===== src/hw/bfm_pkg.sv =====
// Constants and types for the CAN bus failure manager
// Contract
// - Receive-only mode keeps delivering bus levels but never drives the bus.
// - On a wiring failure switch from differential to single-wire on the good line.
// - Enter single-wire mode only after the failure persists for the entry delay.
// - Return to differential only after a separate exit delay once failure clears.
// - Failures 3, 5, 6, 6a, 7 switch off termination and driver of the faulty wire; the code leaves the low wire on for 6, 6a while 3, 5 or 7 is present.
// - When a wire is disabled, receive from the unaffected single-ended comparator.
// - Failures 1, 2, 3a, 4 keep the differential receiver selected.
// - Report failures: bit13 2/4, 12 1/3a, 11 6, 10 6a, 9 5/7, 8 3.
// - Failure flags hold until the next transmission begins, then re-evaluate.
// - Summary failure bit 0 is visible on data out while select is low.
// - A select low-to-high transition clears summary bit 0.
// - Transmit dominant beyond a timeout disables both bus drivers.
// - Over-temperature shuts off drivers while reception continues.
// - Transceiver thermal shutdown is reported at diagnosis bit 15.
// - In cyclic wake with switches off, enable regulator when supply drops below threshold.
// - After supply returns to threshold keep charging an extra 1 ms.
// - At nominal level turn the regulator off; the loop repeats.
// - Supply below threshold for more than 3 us raises a reset.
// - Receive-only mode, chosen by mode setting, disables transmit, keeps receive.
`default_nettype none
package bfm_pkg;
  // Clock and time
  localparam int unsigned CLK_HZ        = 100_000_000;
  localparam int unsigned CHARGE_US     = 1000;
  localparam int unsigned LOW_LIMIT_NS  = 3000;
  localparam int unsigned CHARGE_CYC    = CHARGE_US * (CLK_HZ / 1_000_000);
  localparam int unsigned LOW_LIMIT_CYC = LOW_LIMIT_NS / (1_000_000_000 / CLK_HZ);
  // Oscillator timebase: 125 kHz / 64 tick, 512 us
  localparam int unsigned TICK_US       = 512;
  localparam int unsigned TICK_CYC      = TICK_US * (CLK_HZ / 1_000_000);
  // Filter terminal counts in timebase ticks
  localparam logic [7:0]  ENTRY_TICKS   = 8'h02;
  localparam logic [7:0]  EXIT_TICKS    = 8'h04;
  localparam logic [7:0]  TXD_TICKS     = 8'h03;
  // Diagnosis word bit positions
  localparam int unsigned BIT_SUMMARY   = 0;
  localparam int unsigned BIT_F3        = 8;
  localparam int unsigned BIT_F5_7      = 9;
  localparam int unsigned BIT_F6A       = 10;
  localparam int unsigned BIT_F6        = 11;
  localparam int unsigned BIT_F1_3A     = 12;
  localparam int unsigned BIT_F2_4      = 13;
  localparam int unsigned BIT_THERMAL   = 15;
  localparam logic [15:0] DIAG_RESET    = 16'h0000;
  // Failure input index
  localparam int unsigned NFAIL = 9;
  localparam int unsigned F1 = 0;
  localparam int unsigned F2 = 1;
  localparam int unsigned F3 = 2;
  localparam int unsigned F3A = 3;
  localparam int unsigned F4 = 4;
  localparam int unsigned F5 = 5;
  localparam int unsigned F6 = 6;
  localparam int unsigned F6A = 7;
  localparam int unsigned F7 = 8;
  // Operating modes
  typedef enum logic [1:0] {
    MODE_NORMAL  = 2'h0,
    MODE_RX_ONLY = 2'h1,
    MODE_STANDBY = 2'h2,
    MODE_CYCLIC  = 2'h3
  } op_mode_t;
  // Receive source
  typedef enum logic [1:0] {
    RX_DIFF = 2'h0,
    RX_HIGH = 2'h1,
    RX_LOW  = 2'h2
  } rx_sel_t;
  // Regulator loop states
  typedef enum logic [3:0] {
    REG_IDLE   = 4'h1,
    REG_CHARGE = 4'h2,
    REG_EXTRA  = 4'h4,
    REG_TOP    = 4'h8
  } reg_state_t;
endpackage
`default_nettype wire


===== src/hw/tick_if.sv =====
// Timebase tick shared between failure manager and filters
`default_nettype none
interface tick_if;
  logic tick;
  modport src (output tick);
  modport dst (input tick);
endinterface
`default_nettype wire


===== src/hw/can_bus_failure_manager.sv =====
// CAN bus failure manager top
`default_nettype none
module can_bus_failure_manager (
  // Clock and reset
  input  wire logic               clock,
  input  wire logic               rst_n,
  // Mode
  input  wire bfm_pkg::op_mode_t  mode,
  // Protocol controller side
  input  wire logic               txd,
  output logic                    rxd,
  // Bus comparators
  input  wire logic               diff_rx,
  input  wire logic               high_rx,
  input  wire logic               low_rx,
  // Failure detectors and thermal sensor
  input  wire logic [8:0]         fail_raw,
  input  wire logic               over_temp,
  // Bus drivers and terminations
  output logic                    drv_high_en,
  output logic                    drv_low_en,
  output logic                    term_high_en,
  output logic                    term_low_en,
  // Serial status
  input  wire logic               select_low_pin,
  output logic                    status_word_bit,
  output logic [15:0]             diag_word,
  // Regulator loop
  input  wire logic               supply_low_threshold,
  input  wire logic               supply_nominal,
  output logic                    reg_en,
  output logic                    supply_reset
);
  import bfm_pkg::*;

  // ==========================================
  // Timebase
  tick_if tb ();
  logic [15:0] tb_cnt_q;
  logic        tick_q;
  assign tb.tick = tick_q;

  always_ff @(posedge clock) begin
    if (!rst_n) begin
      tb_cnt_q <= 16'h0000;
      tick_q   <= 1'b0;
    end else if (tb_cnt_q == 16'(TICK_CYC - 1)) begin
      tb_cnt_q <= 16'h0000;
      tick_q   <= 1'b1;
    end else begin
      tb_cnt_q <= tb_cnt_q + 16'h0001;
      tick_q   <= 1'b0;
    end
  end

  // ==========================================
  // Failure filters
  logic [8:0] fail_f;
  genvar g;
  generate
    for (g = 0; g < NFAIL; g++) begin : g_filt
      delay_filter u_filt (
        .clock     (clock),
        .rst_n     (rst_n),
        .tb        (tb),
        .raw       (fail_raw[g]),
        .on_ticks  (ENTRY_TICKS),
        .off_ticks (EXIT_TICKS),
        .filtered  (fail_f[g])
      );
    end
  endgenerate

  // Faulty wire: high side for 3, 5, 7; low side for 6, 6a unless the high side is bad
  logic high_bad;
  logic low_bad;
  assign high_bad = fail_f[F3] | fail_f[F5] | fail_f[F7];
  assign low_bad  = (fail_f[F6] | fail_f[F6A]) & ~high_bad;

  // ==========================================
  // Dominant transmit timeout
  logic [7:0] txd_cnt_q;
  logic       txd_block_q;
  logic       txd_dom;
  assign txd_dom = ~txd;

  always_ff @(posedge clock) begin
    if (!rst_n || !txd_dom) begin
      txd_cnt_q   <= 8'h00;
      txd_block_q <= 1'b0;
    end else if (tb.tick && !txd_block_q) begin
      if (txd_cnt_q + 8'h01 >= TXD_TICKS) begin
        txd_block_q <= 1'b1;
      end else begin
        txd_cnt_q <= txd_cnt_q + 8'h01;
      end
    end
  end

  // ==========================================
  // Driver and receive path
  logic tx_allowed;
  logic rx_allowed;
  rx_sel_t rx_sel;
  assign tx_allowed = (mode == MODE_NORMAL) & ~txd_block_q & ~over_temp;
  assign rx_allowed = (mode == MODE_NORMAL) | (mode == MODE_RX_ONLY);

  always_comb begin
    if (high_bad) begin
      rx_sel = RX_LOW;
    end else if (low_bad) begin
      rx_sel = RX_HIGH;
    end else begin
      rx_sel = RX_DIFF;
    end
  end

  always_ff @(posedge clock) begin
    if (!rst_n) begin
      rxd          <= 1'b1;
      drv_high_en  <= 1'b0;
      drv_low_en   <= 1'b0;
      term_high_en <= 1'b1;
      term_low_en  <= 1'b1;
    end else begin
      unique case (rx_sel)
        RX_HIGH: rxd <= rx_allowed ? high_rx : 1'b1;
        RX_LOW:  rxd <= rx_allowed ? low_rx : 1'b1;
        default: rxd <= rx_allowed ? diff_rx : 1'b1;
      endcase
      drv_high_en  <= tx_allowed & txd_dom & ~high_bad;
      drv_low_en   <= tx_allowed & txd_dom & ~low_bad;
      term_high_en <= ~high_bad;
      term_low_en  <= ~low_bad;
    end
  end

  // ==========================================
  // Diagnosis flags
  logic [15:0] live;
  logic [15:0] diag_q;
  logic        tx_start;
  logic        txd_prev_q;
  logic        sel_prev_q;
  logic        sum_q;

  always_comb begin
    live              = 16'h0000;
    live[BIT_F2_4]    = fail_f[F2] | fail_f[F4];
    live[BIT_F1_3A]   = fail_f[F1] | fail_f[F3A];
    live[BIT_F6]      = fail_f[F6];
    live[BIT_F6A]     = fail_f[F6A];
    live[BIT_F5_7]    = fail_f[F5] | fail_f[F7];
    live[BIT_F3]      = fail_f[F3];
    live[BIT_THERMAL] = over_temp;
  end

  assign tx_start = txd_prev_q & ~txd;

  always_ff @(posedge clock) begin
    if (!rst_n) begin
      txd_prev_q <= 1'b1;
      sel_prev_q <= 1'b1;
    end else begin
      txd_prev_q <= txd;
      sel_prev_q <= select_low_pin;
    end
  end

  always_ff @(posedge clock) begin
    if (!rst_n) begin
      diag_q <= DIAG_RESET;
    end else if (tx_start) begin
      diag_q <= live;
    end else begin
      diag_q <= diag_q | live;
    end
  end

  always_ff @(posedge clock) begin
    if (!rst_n) begin
      sum_q <= 1'b0;
    end else if (|fail_f) begin
      sum_q <= 1'b1; // Set wins over clear
    end else if (select_low_pin && !sel_prev_q) begin
      sum_q <= 1'b0;
    end
  end

  always_comb begin
    diag_word              = diag_q;
    diag_word[BIT_SUMMARY] = sum_q;
  end
  assign status_word_bit = ~select_low_pin & sum_q;

  // ==========================================
  // Regulator loop in cyclic wake
  reg_state_t  rs_q;
  logic [16:0] rcnt_q;
  logic [8:0]  low_cnt_q;
  logic        cyc;
  assign cyc = (mode == MODE_CYCLIC);

  always_ff @(posedge clock) begin
    if (!rst_n || !cyc) begin
      rs_q   <= REG_IDLE;
      rcnt_q <= 17'h00000;
    end else begin
      unique case (rs_q)
        REG_IDLE: if (supply_low_threshold) begin
          rs_q <= REG_CHARGE;
        end
        REG_CHARGE: if (!supply_low_threshold) begin
          rs_q   <= REG_EXTRA;
          rcnt_q <= 17'h00000;
        end
        REG_EXTRA: if (rcnt_q == 17'(CHARGE_CYC - 1)) begin
          rs_q <= REG_TOP;
        end else begin
          rcnt_q <= rcnt_q + 17'h00001;
        end
        REG_TOP: if (supply_nominal) begin
          rs_q <= REG_IDLE;
        end
      endcase
    end
  end
  assign reg_en = !cyc | (rs_q != REG_IDLE);

  always_ff @(posedge clock) begin
    if (!rst_n || !cyc || !supply_low_threshold) begin
      low_cnt_q    <= 9'h000;
      supply_reset <= 1'b0;
    end else if (low_cnt_q == 9'(LOW_LIMIT_CYC)) begin
      supply_reset <= 1'b1;
    end else begin
      low_cnt_q <= low_cnt_q + 9'h001;
    end
  end
endmodule
`default_nettype wire


===== src/hw/delay_filter.sv =====
// Persistence filter counted in timebase ticks
`default_nettype none
module delay_filter
  import bfm_pkg::*;
(
  // Clock and reset
  input  wire logic       clock,
  input  wire logic       rst_n,
  // Timebase
  tick_if.dst             tb,
  // Filter
  input  wire logic       raw,
  input  wire logic [7:0] on_ticks,
  input  wire logic [7:0] off_ticks,
  output logic            filtered
);
  logic [7:0] cnt_q;
  logic       filt_q;

  assign filtered = filt_q;

  always_ff @(posedge clock) begin
    if (!rst_n) begin
      cnt_q  <= 8'h00;
      filt_q <= 1'b0;
    end else if (raw == filt_q) begin
      cnt_q <= 8'h00;
    end else if (tb.tick) begin
      if (cnt_q + 8'h01 >= (filt_q ? off_ticks : on_ticks)) begin
        filt_q <= raw;
        cnt_q  <= 8'h00;
      end else begin
        cnt_q <= cnt_q + 8'h01;
      end
    end
  end
endmodule
`default_nettype wire


===== config.mk =====
export PLATFORM = sky130hd
export DESIGN_NAME = can_bus_failure_manager
export DESIGN_NICKNAME = d
export VERILOG_FILES = /design/src/hw/bfm_pkg.sv /design/src/hw/tick_if.sv /design/src/hw/can_bus_failure_manager.sv /design/src/hw/delay_filter.sv
export SDC_FILE = /design/constraint.sdc
export NUM_CORES = 1
export LEC_CHECK = 0
export BUFFER_PORTS_ARGS = -buffer_cell sky130_fd_sc_hd__buf_2
export CAP_MARGIN = 5
export CORE_ASPECT_RATIO = 0.9
export CORE_UTILIZATION = 32
export CTS_CLUSTER_DIAMETER = 100
export CTS_CLUSTER_SIZE = 28
export DETAILED_ROUTE_END_ITERATION = 10
export MAX_ROUTING_LAYER = met4
export PLACE_DENSITY = 0.45
export SLEW_MARGIN = 20
export SYNTH_ARGS = -nofsm -noshare
export SYNTH_HDL_FRONTEND = slang
export SYNTH_HIERARCHICAL = 1
export SYNTH_SLANG_ARGS = --single-unit

===== constraint.sdc =====
create_clock -name clock -period 3 [get_ports clock]
set_input_delay 0.6 -clock clock [delete_from_list [all_inputs] [get_ports clock]]
set_output_delay 0.6 -clock clock [all_outputs]
set_load 0.05 [all_outputs]

======== After elaboration in Yosys (flattened, before gate mapping) ========
Index checks and enable logic that the tools add are counted.
word-level totals
  register bits ........................... 162
  output and inout bits ................... 24
  bits of input ports ..................... 21
  word-level logic and storage cells ...... 193
operators by class
  bitwise gates (word level) .............. 34
  $lt $le $gt $ge ......................... 10
  multiplexer cells ....................... 36
  $add $sub $neg .......................... 13
  reductions and logical operators ........ 38
  equal/unequal tests ..................... 26
operators with widths
  kind                                                                   number
  8-bit by 1-bit adder with 8-bit output, second input constant          10
  8-bit >= comparator                                                    9
  8-bit 2-to-1 mux                                                       9
  17-bit 2-to-1 mux                                                      2
  17-bit one-hot mux with 2 select lines                                 1
  3-bit AND reduction                                                    10
  3-bit 2-to-1 mux                                                       9
  2-bit OR reduction                                                     11
  17-bit by 1-bit adder with 17-bit output, second input constant        1
  17-bit == test, second input constant                                  1
  1-bit NOT                                                              17
  16-bit by 1-bit adder with 16-bit output, second input constant        1
  16-bit == test, second input constant                                  1
  16-bit 2-to-1 mux                                                      1
  4-bit 2-to-1 mux                                                       4
  16-bit bitwise OR                                                      1
  4-bit one-hot mux with 4 select lines                                  1
  2-bit inequality test, second input constant                           5
  9-bit by 1-bit adder with 9-bit output, second input constant          1
  1-bit == test                                                          9
  9-bit == test, second input constant                                   1
  9-bit OR reduction                                                     1
  1-bit AND                                                              8
  8-bit by 2-bit >= comparator with 1-bit output, second input constant  1
  other kinds (18)                                                       42

======== Depth between registers and ports, before layout ========
  word-level depth ........................ 8
  mapped depth ............................ 11
  mapped depth without buffers ............ 10

======== Cells and area by module ========
The synthesis kept the hierarchy.
modules (own cells, without submodules)
  module                   times used  area an instance (um2)  cells an instance  seq. area each (um2)
  delay_filter             9           765.7                   90                 180.2
  can_bus_failure_manager  1           3225.6                  378                1441.4

======== Least setup slack after synthesis ========
Ideal clock, no wire load.
  kind .................................... input to register
  start ................................... input port supply_low_threshold
  end ..................................... register rcnt_q[11]
  setup slack ............................. 0.675 ns
  arrival ................................. 2.254 ns
  setup time .............................. 0.070 ns
  stages .................................. 6
  required time ........................... 2.930 ns
  path buffers ............................ 1
  path through ............................ or3b_1 a211o_1 or2_1 clkbuf_1 or4_1 a21oi_1
on the way
  word-level cells in the longest chain between the ends .. 2
ends and longest elaborated chain
  item                             RTL line                        RTL
  start, declared                  can_bus_failure_manager.sv:29   input wire logic supply_low_threshold,
  2-bit inequality test (no line)  --
  3-bit AND reduction (no line)    --
  end signal, assigned             can_bus_failure_manager.sv:220  rcnt_q <= rcnt_q + 17'h00001;
  end, declared                    can_bus_failure_manager.sv:199  logic [16:0] rcnt_q;
Every way passes these cells.
A chain may end at the register's enable or synchronous reset.

======== Worst setup path in the final report ========
  start ................................... register g_filt[7].u_filt.cnt_q[2]
  end ..................................... register g_filt[7].u_filt.cnt_q[5]
on the way
  word-level cells in the longest chain between the ends .. 3
ends and longest elaborated chain
  item                                      RTL line                                RTL
  start, declared                           delay_filter.sv:17                      logic [7:0] cnt_q;
  start signal, assigned                    delay_filter.sv:33                      cnt_q <= cnt_q + 8'h01;
  8-bit by 1-bit adder with 8-bit output *  delay_filter.sv:29, delay_filter.sv:33
  8-bit >= comparator                       delay_filter.sv:29                      if (cnt_q + 8'h01 >= (filt_q ? off_ticks : on_ticks)) begin
  8-bit 2-to-1 mux *                        delay_filter.sv:29
Every way passes the cells marked *; elsewhere a longest branch is shown, timed or not.

==> impl_metrics.yaml <==
detailed_routing:
  detailedRoute.firstIterationViolations: 425
  total_vias_in_the_final_route: 8283
  drt_wl_total_um: 21700
  met1Wirelength_um: 11400
  dr_wl_met3_um: 424
  ant_nets: 0
  topRoutingLayerUsed: "met4"
  wire_per_inst_um: 12.2
  routed-wl-met2_um: 9720
  avgViaCountPerCell: 4.65
  detailedRoute.firstPassIterationCount: 4
  route.detailed.drc: 0
synthesis:
  post_synth.cell_area_avg_um2: 8.52
  proportion_of_register_bits_with_asynchronous_set_or_reset_after_synthesis_pct: 0
  netlist.area_leader.share_pct: 30.3
  yosysWarnings: 6
  synthesis.area_um2: 10100
  synth_ff_type: "sky130_fd_sc_hd__dfxtp_1"
  post_synth_inst_count: 1188
  synth.yosys.seq_area_share_pct: 30.3
  synth.area.top_cells: "sky130_fd_sc_hd__dfxtp_1 (30%), sky130_fd_sc_hd__ha_1 (11%), sky130_fd_sc_hd__mux2i_1 (6.5%), sky130_fd_sc_hd__xor2_1 (5.5%), sky130_fd_sc_hd__nand2_1 (5.0%)"
  synth_edf_count: 0
  synth_cell_types: 50
  synth.ff_latch_count: 153
  synthDominantAreaCellType: "sky130_fd_sc_hd__dfxtp_1"
layout:
  most-common-layout-cells: "sky130_fd_sc_hd__conb_1 (152), sky130_fd_sc_hd__dfxtp_1 (152), sky130_fd_sc_hd__nand2_1 (136)"
  nNetsFinal: 1471
  area_growth_syn_to_layout_pct: 15.9
  fraction_of_layout_cells_with_a_size_suffix_above_1_pct: 6.77
  finalCoreUtilization_pct: 37.8
  num_antenna_cells: 0
  final_cells: 1783
floorplan:
  fp.dieArea_um2: 32300
  initial_utilization_pct: 32.6
  core-area_um2: 31000
  num_io_pins: 45
  fp.dieW_um: 189
  floorplan.die.height_um: 171
  std_cell_rows: 61
worst_setup_path:
  required_ns: 3.34
  cp_cell_sequence: "nand3_1 -> nor3_1 -> xor2_1 -> ha_1 -> a21oi_1 -> o21ai_1 -> a31oi_4 -> nand4b_1 -> a31oi_1"
  critical_path.n_buffers_inverters: 0
  setup.worst_path.class: "register to register"
  timing.rr.start: "g_filt[7].u_filt/cnt_q[2]"
  worst_r2r_dst: "g_filt[7].u_filt/cnt_q[5]"
  worstRegToRegCells: 9
  r2r_setup_slack_ns: 0.46
  critPathMaxStageDelay_ns: 0.42
  worst_setup_path_end_kind: "register"
  crit_arrival_ns: 2.88
  cp_max_fo: 14
  critical_path_depth: 9
  timing.critical_path.slowest_stage_cell: "sky130_fd_sc_hd__dfxtp_1"
  startpoint_type: "register"
  critical_path.top_delay_family: "compound AO/OA/AOI/OAI gates"
clock_tree:
  cts_max_level: 4
  worst_skew_late_latency_ns: 0.42
  cts_root_buffer: "sky130_fd_sc_hd__clkbuf_16"
  postCtsHoldBufs: 0
  post_cts_setup_buffer_count: 0
  clock_transition_at_path_regs_ns: 0.06
  cts_inserted_buffers: 17
  ctsResizeCount: 0
  cts_num_sinks: 153
  max-clock-path-buffers: 2
  tritoncts_clock_tree: "built"
sta:
  fin_skew_ns: 0.00997
  setup_repair_after_global_routing_missed_its_margin: "no"
  final_hold_viol_count: 0
  setup_viol_count_final: 0
  finalMaxSlewViolations: 0
  timing.setup.tns_ns: 0
  min_period_over_period_pct: 84.8
  post-route-min-period_ns: 2.54
  maxSlewHeadroom_pct: 59.4
  fmaxAchievable_mhz: 393
  worstMarginPinSlew_ns: 0.604
power:
  internal_power_mw: 3.17
  netSwitchingPower_mw: 1.07
  switching_share_pct: 25.3
  power_frac_seq_pct: 48.2
  clock_power_share_pct: 45.9
  vdd_drop_max_v: 0.000343
  combinationalPowerShare_pct: 5.9
  power.density_nw_per_um2: 362
  static-leakage-power_nw: 4.50
worst_hold_path:
  min-delay-start: "high_rx"
  hold_path_class: "primary input to register"
  whs_path_depth: 2
  worst_hold_path.endpoint: "rxd"
run_status:
  outcome: "finished, final reports clean"
job:
  maxCapViolCount: 0
placement:
  hpwl_um: 15600
  placedCellCount: 1753
  gp_routability_congestion: 0.779
  buffer_ports.inserted: 36
global_route:
  grt_pass1_vias: 7671
  globalRoute.totalOverflow: 0
  grt.total_usage_pct: 14.4
  pin_count_of_the_biggest_net_entering_global_routing: 64
  first_pass_grt_wire_length_um: 37200
  antenna_found_initial: 0
-- area by class of cell --
type	count	area (µm²)
Timing Repair Buffer	52	313
Tap cell	409	512
Sequential cell	153	3070
Multi-Input combinational cell	1120	7250
Clock buffer	20	437
Inverter	19	71.3
Fill cell	3251	19300
Clock inverter	10	73.8
-- worst reg2reg max path: stages (launching register included) --
cell and delay (ns):
sky130_fd_sc_hd__dfxtp_1 0.42, sky130_fd_sc_hd__nand3_1 0.21, sky130_fd_sc_hd__nor3_1 0.35, sky130_fd_sc_hd__xor2_1 0.24, sky130_fd_sc_hd__ha_1 0.27, sky130_fd_sc_hd__a21oi_1 0.15, sky130_fd_sc_hd__o21ai_1 0.11, sky130_fd_sc_hd__a31oi_4 0.39
sky130_fd_sc_hd__nand4b_1 0.14, sky130_fd_sc_hd__a31oi_1 0.18
-- synth_stat cells, drive strengths merged, types with 2 or more instances --
library cell	instances
or4	14
mux2	9
or2	2
inv	19
or3	9
and3	6
nor4b	2
clkbuf	8
xnor2	24
nor3	16
mux2i	66
dfxtp	153
o211ai	15
nor3b	9
nor2	86
nand2b	68
nand3b	28
nand4b	19
buf	38
xor2	63
a31oi	48
nand3	87
nand4	14
nor4	7
a2111o	10
a21oi	77
o31ai	19
a2111oi	2
and2	9
o21ai	24
ha	87
nand2	136
conb	2
-- per-layer routing --
metal | global-route usage [%] | vias to the layer above
met2 | 23.0 | 57
met3 | 2.42 | 6
met5 | - | -
met1 | 19.0 | 3728
met4 | 3.26 | 0
li1 | - | 4492
-- per-stage QoR --
stage	setup WS [ns]	hold slack [ns]	power (mW)	area, µm²
floorplan	0.675	0.441	2.28	10700
global placement	0.494	0.434	2.34	11200
detailed placement	0.456	0.438	2.34	11200
CTS	0.461	0.389	4.33	11700
global route	0.167	0.405	4.47	11700
finish	0.457	0.415	4.24	11700
-- sequential cells by signal (all words and copies together) (netlist names) --
register and flops:
txd_cnt_q 8, drv_low_en 1, rxd 1, rs_q 4, tb.tick 1, low_cnt_q 9
term_low_en 1, g_filt.u_filt/cnt_q 72, term_high_en 1, g_filt.u_filt/filtered 9, drv_high_en 1, tb_cnt_q 16
sel_prev_q 1, rcnt_q 17, supply_reset 1, txd_block_q 1, txd_prev_q 1, sum_q 1
diag_q 7
-- cell families (layout without fill, tap and decap cells) --
logic type	Yosys count	in the layout	share of synthesized area, %
other	2	152	0.0742
buffers and inverters	65	101	3.66
AOI/OAI and AO/OA	203	203	13.8
DFF	153	153	30.3
and+or+nand+nor	516	516	26.4
muxes	75	75	7.53
adders and majority gates	87	87	10.8
xor gates and xnor gates	87	87	7.53
-- how the worst max path moves through the flow --
stage	startpoint	to	slack, ns
after floorplan	supply_low_threshold	rcnt_q[11]	0.68
after global placement	supply_low_threshold	rcnt_q[7]	0.49
after detailed placement	supply_low_threshold	rcnt_q[11]	0.46
after CTS	g_filt[7].u_filt/cnt_q[2]	g_filt[7].u_filt/cnt_q[5]	0.46
after global routing	g_filt[1].u_filt/cnt_q[2]	g_filt[1].u_filt/cnt_q[2]	0.17
final	g_filt[7].u_filt/cnt_q[2]	g_filt[7].u_filt/cnt_q[5]	0.46
-- power by group through the flow --
stage	clock (mW)	sequential, mW	combinational (mW)
after floorplan	0	2.10	0.185
after detailed placement	0	2.09	0.248
after CTS	2.03	2.04	0.249
after global routing	2.13	2.05	0.292
final	1.94	2.05	0.250
after global placement	0	2.09	0.247
(Power assumes the default switching activity.)
